**src/rtl/ext_irq_pkg.sv**
```systemverilog
// How it works
// - Upper sources 4..7 request only when mask bit and global enable are set
// - Upper pins are sampled before edge detection; pulses over one clock are caught; the code compares the live pin with its last sample
// - An enabled level-sensed source requests for as long as its pin is low
// - Upper sense field: 00 low, 01 any change, 10 falling, 11 rising
// - Mask register holds one enable bit per source, bit n for source n
// - Pin activity triggers requests even while the pin is driven as an output
// - An edge or change that triggers a request sets the source's flag
// - Flag, mask and global enable together signal the CPU to take the vector
// - Flag clears on vector entry or software write of one; zero does nothing
// - A level-sensed source keeps its flag cleared at all times
// - Sleep with lower sources disabled gates their input buffers, may set flags
// - Group enable plus global enable lets any masked pin change interrupt
// - All eight pin-change inputs share one vector for group 0
// - A pin change sets the group flag; vector entry or write of one clears it
// - Pin-change mask has one bit per input; set enables, clear disables
// - Lower sense field: 00 low, 01 any edge, 10 falling, 11 rising
// - Pin-change events are detected only by sampling on the running I/O clock
// - Upper edges need the running I/O clock; low level works without it
package ext_irq_pkg;

    localparam logic [2:0] OFS_LOWER_SENSE = 3'h0;
    localparam logic [2:0] OFS_UPPER_SENSE = 3'h1;
    localparam logic [2:0] OFS_MASK        = 3'h2;
    localparam logic [2:0] OFS_FLAGS       = 3'h3;
    localparam logic [2:0] OFS_PC_CONTROL  = 3'h4;
    localparam logic [2:0] OFS_PC_FLAGS    = 3'h5;
    localparam logic [2:0] OFS_PC_MASK     = 3'h6;

    localparam logic [7:0]  REG_RESET      = 8'h00;
    localparam logic [31:0] UNMAPPED_READ  = 32'h00000000;
    localparam int          GROUP_BIT      = 0;

    localparam logic [1:0] SENSE_LOW     = 2'h0;
    localparam logic [1:0] SENSE_ANY     = 2'h1;
    localparam logic [1:0] SENSE_FALLING = 2'h2;
    localparam logic [1:0] SENSE_RISING  = 2'h3;

    typedef enum logic [1:0] {
        BUS_IDLE = 2'b01,
        BUS_DONE = 2'b10
    } bus_state_t;

    typedef struct packed {
        logic [7:0] lower_sense_control;
        logic [7:0] upper_sense_control;
        logic [7:0] ext_interrupt_mask;
        logic [7:0] ext_interrupt_flags;
        logic [7:0] pin_change_control;
        logic [7:0] pin_change_flags;
        logic [7:0] pin_change_mask;
    } regs_t;

endpackage

```
**src/rtl/external_pin_interrupt_ctrl.sv**
```systemverilog
// The implementer's own choices: the Avalon-MM interface to the registers and the placing of the registers.
module external_pin_interrupt_ctrl (
    // Clock, reset, enable
    input  wire logic        ref_clk,
    input  wire logic        nrst,
    input  wire logic        clk_en,
    // Avalon-MM slave
    input  wire logic [4:0]  avs_address,
    input  wire logic        avs_read,
    input  wire logic        avs_write,
    input  wire logic [31:0] avs_writedata,
    input  wire logic [3:0]  avs_byteenable,
    output logic [31:0]      avs_readdata,
    output logic             avs_waitrequest,
    // Pins
    input  wire logic [7:0]  ext_irq_pin,
    input  wire logic [7:0]  pin_change_inputs,
    // CPU side
    input  wire logic        global_irq_enable,
    input  wire logic        sleep_entry,
    input  wire logic [7:0]  ext_irq_ack,
    input  wire logic        pin_change_ack,
    output logic [7:0]       ext_irq_request,
    output logic             pin_change_vector,
    output logic [3:0]       lower_buffer_enable
);

    ////////////////////////////////////////////////////////////////////////
    ext_irq_pkg::regs_t      regs;
    ext_irq_pkg::regs_t      next_regs;
    ext_irq_pkg::bus_state_t bus_state;
    ext_irq_pkg::bus_state_t next_bus_state;
    logic [31:0] next_readdata;
    logic [7:0]  pin_sample;
    logic [7:0]  pc_sample;
    logic [3:0]  buffers_off;
    logic [3:0]  next_buffers_off;
    logic [7:0]  pin_seen;
    logic [7:0]  trig;
    logic [7:0]  level_mode;
    logic [7:0]  low_now;
    logic        pc_trig;
    logic [2:0]  idx;
    logic        wr_hit;
    logic        rd_hit;
    logic [7:0]  wbyte;

    assign idx    = avs_address[4:2];
    // Writes land at the answering edge, where the master sees waitrequest low
    assign wr_hit = avs_write && bus_state == ext_irq_pkg::BUS_DONE && avs_byteenable[0];
    assign rd_hit = avs_read && bus_state == ext_irq_pkg::BUS_IDLE;
    assign wbyte  = avs_writedata[7:0];

    // One wait state: the request is taken in the idle cycle, answered next
    assign avs_waitrequest = (avs_read || avs_write) && bus_state == ext_irq_pkg::BUS_IDLE;

    ////////////////////////////////////////////////////////////////////////
    // Lower pins read through their input buffers; gated buffers read high
    assign pin_seen = {ext_irq_pin[7:4], ext_irq_pin[3:0] | buffers_off};
    assign lower_buffer_enable = ~buffers_off;

    always_comb begin
        trig = 8'h00;
        level_mode = 8'h00;
        low_now = 8'h00;
        for (int n = 0; n < 8; n++) begin
            logic [1:0] sense;
            logic       prev;
            logic       cur;
            sense = (n < 4) ? regs.lower_sense_control[2*(n%4) +: 2]
                            : regs.upper_sense_control[2*(n%4) +: 2];
            prev = pin_sample[n];
            cur  = pin_seen[n];
            low_now[n] = ~cur;
            // Edge compare between the last sample and the live pin, also on pins driven as outputs
            case (sense)
                ext_irq_pkg::SENSE_LOW: begin
                    level_mode[n] = 1'b1;
                end
                ext_irq_pkg::SENSE_ANY: begin
                    trig[n] = prev ^ cur;
                end
                ext_irq_pkg::SENSE_FALLING: begin
                    trig[n] = prev & ~cur;
                end
                default: begin
                    trig[n] = ~prev & cur;
                end
            endcase
        end
    end

    // Pin-change: only masked inputs contribute to the single group event
    assign pc_trig = |((pc_sample ^ pin_change_inputs) & regs.pin_change_mask);

    ////////////////////////////////////////////////////////////////////////
    always_comb begin
        next_regs = regs;
        next_bus_state = ext_irq_pkg::BUS_IDLE;
        next_readdata = avs_readdata;
        next_buffers_off = buffers_off;
        if (sleep_entry) begin
            next_buffers_off = ~regs.ext_interrupt_mask[3:0];
        end else begin
            next_buffers_off = 4'h0;
        end
        if (rd_hit || (avs_write && bus_state == ext_irq_pkg::BUS_IDLE)) begin
            next_bus_state = ext_irq_pkg::BUS_DONE;
        end
        if (rd_hit) begin
            if (idx == ext_irq_pkg::OFS_LOWER_SENSE) begin
                next_readdata = {24'h000000, regs.lower_sense_control};
            end else if (idx == ext_irq_pkg::OFS_UPPER_SENSE) begin
                next_readdata = {24'h000000, regs.upper_sense_control};
            end else if (idx == ext_irq_pkg::OFS_MASK) begin
                next_readdata = {24'h000000, regs.ext_interrupt_mask};
            end else if (idx == ext_irq_pkg::OFS_FLAGS) begin
                next_readdata = {24'h000000, regs.ext_interrupt_flags};
            end else if (idx == ext_irq_pkg::OFS_PC_CONTROL) begin
                next_readdata = {24'h000000, regs.pin_change_control};
            end else if (idx == ext_irq_pkg::OFS_PC_FLAGS) begin
                next_readdata = {24'h000000, regs.pin_change_flags};
            end else if (idx == ext_irq_pkg::OFS_PC_MASK) begin
                next_readdata = {24'h000000, regs.pin_change_mask};
            end else begin
                next_readdata = ext_irq_pkg::UNMAPPED_READ;
            end
        end
        // Flag clears first, so a same-cycle event below wins over them
        if (wr_hit) begin
            if (idx == ext_irq_pkg::OFS_LOWER_SENSE) begin
                next_regs.lower_sense_control = wbyte;
            end else if (idx == ext_irq_pkg::OFS_UPPER_SENSE) begin
                next_regs.upper_sense_control = wbyte;
            end else if (idx == ext_irq_pkg::OFS_MASK) begin
                next_regs.ext_interrupt_mask = wbyte;
            end else if (idx == ext_irq_pkg::OFS_FLAGS) begin
                next_regs.ext_interrupt_flags = regs.ext_interrupt_flags & ~wbyte;
            end else if (idx == ext_irq_pkg::OFS_PC_CONTROL) begin
                next_regs.pin_change_control = {7'h00, wbyte[ext_irq_pkg::GROUP_BIT]};
            end else if (idx == ext_irq_pkg::OFS_PC_FLAGS) begin
                next_regs.pin_change_flags = regs.pin_change_flags & ~{7'h00, wbyte[0]};
            end else if (idx == ext_irq_pkg::OFS_PC_MASK) begin
                next_regs.pin_change_mask = wbyte;
            end
        end
        next_regs.ext_interrupt_flags = next_regs.ext_interrupt_flags & ~ext_irq_ack;
        next_regs.ext_interrupt_flags = next_regs.ext_interrupt_flags | trig;
        next_regs.ext_interrupt_flags = next_regs.ext_interrupt_flags & ~level_mode;
        if (pin_change_ack) begin
            next_regs.pin_change_flags[0] = 1'b0;
        end
        if (pc_trig) begin
            next_regs.pin_change_flags[0] = 1'b1;
        end
    end

    always_ff @(posedge ref_clk) begin
        if (!nrst) begin
            regs <= '{default: ext_irq_pkg::REG_RESET};
            bus_state <= ext_irq_pkg::BUS_IDLE;
            avs_readdata <= ext_irq_pkg::UNMAPPED_READ;
            buffers_off <= 4'h0;
        end else if (clk_en) begin
            regs <= next_regs;
            bus_state <= next_bus_state;
            avs_readdata <= next_readdata;
            buffers_off <= next_buffers_off;
        end
    end

    ////////////////////////////////////////////////////////////////////////
    // Samples taken on every enabled clock; edges of upper pins need this clock running
    always_ff @(posedge ref_clk) begin
        if (!nrst) begin
            pin_sample <= 8'hFF;
            pc_sample <= 8'h00;
        end else if (clk_en) begin
            pin_sample <= pin_seen;
            pc_sample <= pin_change_inputs;
        end
    end
    // Pin-change samples start from zero; the vector is held off until the first enabled clock
    logic pc_primed;
    always_ff @(posedge ref_clk) begin
        if (!nrst) begin
            pc_primed <= 1'b0;
        end else if (clk_en) begin
            pc_primed <= 1'b1;
        end
    end

    ////////////////////////////////////////////////////////////////////////
    // Requests are combinational so a low level is seen without a clock edge
    always_comb begin
        for (int n = 0; n < 8; n++) begin
            if (level_mode[n]) begin
                ext_irq_request[n] = low_now[n] && regs.ext_interrupt_mask[n] && global_irq_enable;
            end else begin
                ext_irq_request[n] = regs.ext_interrupt_flags[n] && regs.ext_interrupt_mask[n]
                                     && global_irq_enable;
            end
        end
    end

    assign pin_change_vector = regs.pin_change_flags[0] && regs.pin_change_control[ext_irq_pkg::GROUP_BIT]
                               && global_irq_enable && pc_primed;

    ////////////////////////////////////////////////////////////////////////
    flag_gate_a: assert property (@(posedge ref_clk) disable iff (!nrst)
        !global_irq_enable |-> ext_irq_request == 8'h00 && !pin_change_vector)
        else $error("request raised with global enable low");

    mask_gate_a: assert property (@(posedge ref_clk) disable iff (!nrst)
        (ext_irq_request & ~regs.ext_interrupt_mask) == 8'h00)
        else $error("request raised on a masked source");

    edge_sets_a: assert property (@(posedge ref_clk) disable iff (!nrst)
        clk_en && trig[5] && !level_mode[5] |=> regs.ext_interrupt_flags[5])
        else $error("edge did not set its flag");

    level_clear_a: assert property (@(posedge ref_clk) disable iff (!nrst)
        clk_en && level_mode[5] |=> !regs.ext_interrupt_flags[5])
        else $error("level-sensed flag not held clear");

    ack_clear_a: assert property (@(posedge ref_clk) disable iff (!nrst)
        clk_en && ext_irq_ack[6] && !trig[6] |=> !regs.ext_interrupt_flags[6])
        else $error("acknowledge did not clear flag");

    level_hold_a: assert property (@(posedge ref_clk) disable iff (!nrst)
        level_mode[5] && !ext_irq_pin[5] && regs.ext_interrupt_mask[5] && global_irq_enable
        |-> ext_irq_request[5])
        else $error("low level not requesting");

    pc_sets_a: assert property (@(posedge ref_clk) disable iff (!nrst)
        clk_en && pc_trig |=> regs.pin_change_flags[0])
        else $error("pin change did not set group flag");

    pc_mask_a: assert property (@(posedge ref_clk) disable iff (!nrst)
        clk_en && regs.pin_change_mask == 8'h00 && !pin_change_ack && !wr_hit
        |=> $stable(regs.pin_change_flags))
        else $error("unmasked pins changed the group flag");

    wait_one_a: assert property (@(posedge ref_clk) disable iff (!nrst)
        clk_en && rd_hit |=> !avs_waitrequest)
        else $error("bus answer late");

    edge_req_c: cover property (@(posedge ref_clk) disable iff (!nrst) ext_irq_request[5] && !level_mode[5]);
    level_req_c: cover property (@(posedge ref_clk) disable iff (!nrst) ext_irq_request[1] && level_mode[1]);
    pc_vec_c: cover property (@(posedge ref_clk) disable iff (!nrst) pin_change_vector);
    sleep_c: cover property (@(posedge ref_clk) disable iff (!nrst) buffers_off != 4'h0);

endmodule

```
**config.mk**
```make
export PLATFORM = sky130hd
export DESIGN_NAME = external_pin_interrupt_ctrl
export DESIGN_NICKNAME = d
export VERILOG_FILES = /design/src/rtl/ext_irq_pkg.sv /design/src/rtl/external_pin_interrupt_ctrl.sv
export SDC_FILE = /design/constraint.sdc
export NUM_CORES = 1
export LEC_CHECK = 0
export BUFFER_PORTS_ARGS = -buffer_cell sky130_fd_sc_hd__buf_4
export CORE_ASPECT_RATIO = 0.8
export CORE_MARGIN = 2
export CORE_UTILIZATION = 58
export CTS_BUF_LIST = sky130_fd_sc_hd__clkbuf_8
export DETAILED_ROUTE_END_ITERATION = 7
export GPL_TIMING_DRIVEN = 0
export PLACE_DENSITY = 0.95
export SLEW_MARGIN = 10
export SYNTH_ARGS = -nofsm -noshare
export SYNTH_HDL_FRONTEND = slang
export SYNTH_SLANG_ARGS = --single-unit
export TNS_END_PERCENT = 5
```
**constraint.sdc**
```tcl
create_clock -name ref_clk -period 3.39 [get_ports ref_clk]
set_input_delay 0.339 -clock ref_clk [delete_from_list [all_inputs] [get_ports ref_clk]]
set_output_delay 0.339 -clock ref_clk [all_outputs]
set_load 0.1 [all_outputs]
```
==> results.cfg <==
[synth]
avgSynthCellArea_um2 = 8.824
synth_warnings = 0
seq_area_frac_synth_pct = 34.94
synth-edff-count = 0
syn_area_um2 = 4183
async_reset_ff_share_pct = 0
yosysUniqueCellTypes = 44
synth_ff_type = dfxtp_1
syn_inst = 474
ys_seq_elements = 73

[timing]
min_period_ns = 2.042
final.setup.tns_ns = 0
hold_viol = 0
finClkSkew_ns = 0.009246
rsz0062_at_grt = no
relSlewSlack_pct = 43.85
final-setup-viol-count = 0
maxSlewViolCount = 0
worst_slew_pin_slew_ns = 0.8377
finalCritPeriodShare_pct = 60.23
max_freq_mhz = 489.7

[power_and_ir_drop]
cellPowerDensity_nw_per_um2 = 405.0
power.total_w = 0.002044
leakagePower_nw = 2.244
vdd_drop_max_uv = 267.1

[floorplanning]
die_y_um = 79.96
start_util_pct = 60.40
core_area_um2 = 6925
rows = 27
die_w_um = 98.95
die_area_um2 = 7911
pin_count = 119

[run]
max-cap-violations = 0

[final_layout]
fin_nets = 660
fill_cells = 532
final_cell_mix = buf_4 (88), dfxtp_1 (73), mux2i_1 (59)
syn_to_final_growth_pct = 20.67
layout_commonest_cell = buf_4
antenna_cells = 0
layout-drive-gt1-share_pct = 19.62

[place]
gp_congestion = 0.9615
hpwl_um = 8335
port_buffers = 63

[drt]
first_pass_iters = 5
drt-initial-drc-count = 273
via_count = 3826
ant_nets = 0
drc = 0
via_per_inst = 5.771
wl_per_cell_um = 17.74
wl_um = 11760

[worst_setup_path]
cp_num_buf_inv = 0
cp-end-kind = flip-flop
path_max_fanout = 8
startpoint_type = flip-flop
r2r-end = regs[29]$_SDFFE_PN0P_
r2r_slack_ns = 1.35
crit_family = simple AND/OR/NAND/NOR gates
max_stage_delay_ns = 0.74
rr_startpoint = bus_state[1]$_SDFFE_PN0P_
worstPathRequired_ns = 3.64
arrival_ns = 2.30
cp_num_cells = 4
worstSetupPathType = reg -> reg
cp_slowest_cell = nor3_2
crit_path_cell_trace = nand4b_4 -> nor3_2 -> a2111oi_0 -> o31a_1
ff2ff_path_depth = 4

[clocking]
tritoncts.num_buffers = 9
hold_buffers = 0
clkTransAtPathRegs_ns = 0.08
cts_max_level = 3
cts_sinks = 73
cts.path.max_buffers = 2
cts_setup_buffers = 0
clock-root-buffer = clkbuf_8
cts_tree = yes
clock_latency_ns = 0.36
cts-resized-gates = 0

[global_route]
antenna_found_initial = 0
grt.overflow.total = 0
grt_pass1_vias = 3713
grt_pass1_wl_um = 17800
grtUsageTotal_pct = 29.31
grt_max_degree = 13

[hold_path]
hold_class = in -> reg
holdPathEnd = pin_sample[6]$_SDFFE_PN1P_
holdPathStages = 3
hp-start = ext_irq_pin[6]

[outcome]
status = completed
==> worst max path at each step <==
stage / from / end / slack, ns
after global routing: bus_state[1]$_SDFFE_PN0P_ / regs[26]$_SDFFE_PN0P_ / 1.27
final: bus_state[1]$_SDFFE_PN0P_ / regs[29]$_SDFFE_PN0P_ / 1.35
after CTS: bus_state[1]$_SDFFE_PN0P_ / regs[30]$_SDFFE_PN0P_ / 1.43
after floorplan: global_irq_enable / ext_irq_request[4] / 0.20
after detailed placement: clk_en / pin_sample[7]$_SDFFE_PN1P_ / 1.37
after global placement: clk_en / pin_sample[7]$_SDFFE_PN1P_ / 1.40
==> through the flow <==
stage | utilization [%] | hold WS, ns | std cells | area, um^2 | setup WS, ns
finish | 72.88 | 0.2223 | 663 | 5047 | 1.348
global route | 72.88 | 0.2283 | 663 | 5047 | 1.275
CTS | 72.88 | 0.2218 | 663 | 5047 | 1.430
detailed placement | 70.05 | 0.4444 | 647 | 4851 | 1.373
global placement | 70.05 | 0.4319 | 647 | 4851 | 1.404
floorplan | - | 0.4203 | 497 | 4269 | 0.1950
==> cells by family after synthesis <==
group                      Yosys count  synth area share (%)
other                                1               0.08965
and+or+nand+nor                    141                 18.82
xor gates and xnor gates             8                 1.675
adders and majority gates           16                 4.786
AOI/OAI and AO/OA                   95                 15.11
muxes                               62                 14.93
DFF                                 73                 34.94
buffers and inverters               78                 9.662
==> cell type report <==
| type | count | area [um^2] | share of cell area (%) |
|---|---|---|---|
| Timing Repair Buffer | 63 | 473.0 | 9.370 |
| Clock buffer | 10 | 137.6 | 2.727 |
| Sequential cell | 73 | 1461 | 28.95 |
| Buffer | 47 | 287.8 | 5.702 |
| Clock inverter | 6 | 58.81 | 1.165 |
| Multi-Input combinational cell | 346 | 2404 | 47.62 |
| Inverter | 31 | 116.4 | 2.305 |
| Tap cell | 87 | 108.9 | 2.157 |
==> power by group <==
group          total (W)  internal (W)  switching [W]  leakage [nW]
combinational   0.000451      0.000126       0.000325          1.55
clock           0.000697      0.000355       0.000342        0.0995
sequential      0.000896      0.000881      0.0000157         0.594
==> synthesized netlist by cell type, types with 4 or more instances <==
library cell / n / area share [%]
buf_4: 25 / 4.5
o2bb2ai_1: 7 / 1.5
o211ai_1: 4 / 0.72
a2111oi_0: 8 / 1.7
a22oi_1: 4 / 0.72
o21ai_1: 16 / 1.9
dfxtp_1: 73 / 35
nand2b_1: 4 / 0.60
nand2_1: 25 / 2.2
clkbuf_1: 18 / 1.6
o21ai_0: 6 / 0.72
xor2_1: 8 / 1.7
o21a_1: 4 / 0.72
o31a_1: 6 / 1.3
nor2_1: 40 / 3.6
a21oi_1: 22 / 2.6
inv_1: 31 / 2.8
nand3b_1: 4 / 0.72
ha_1: 16 / 4.8
and2_1: 6 / 0.90
mux2i_1: 59 / 14
a211oi_1: 11 / 2.0
nor2b_1: 45 / 6.7
==> flip-flops by register name, summed over array words and instances, names as in the netlist <==
| name | count |
|---|---|
| pin_sample | 8 |
| avs_readdata | 8 |
| regs | 42 |
| buffers_off | 4 |
| bus_state | 2 |
| pc_sample | 8 |
| pc_primed | 1 |
==> metal layers <==
metal  wire (um)  GRT usage (%)
met1        4776          35.71
met2        5394          48.04
met3        1265          10.16
met4         325          10.82
met5           0              0
==> worst reg2reg max path, delay by kind of cell (launching register included) <==
family / cells / cell delay [ns]
flip-flops: 1 / 0.41
AO/OA/AOI/OAI: 2 / 0.56
AND/OR/NAND/NOR: 2 / 0.98
(Power assumes the default switching activity.)
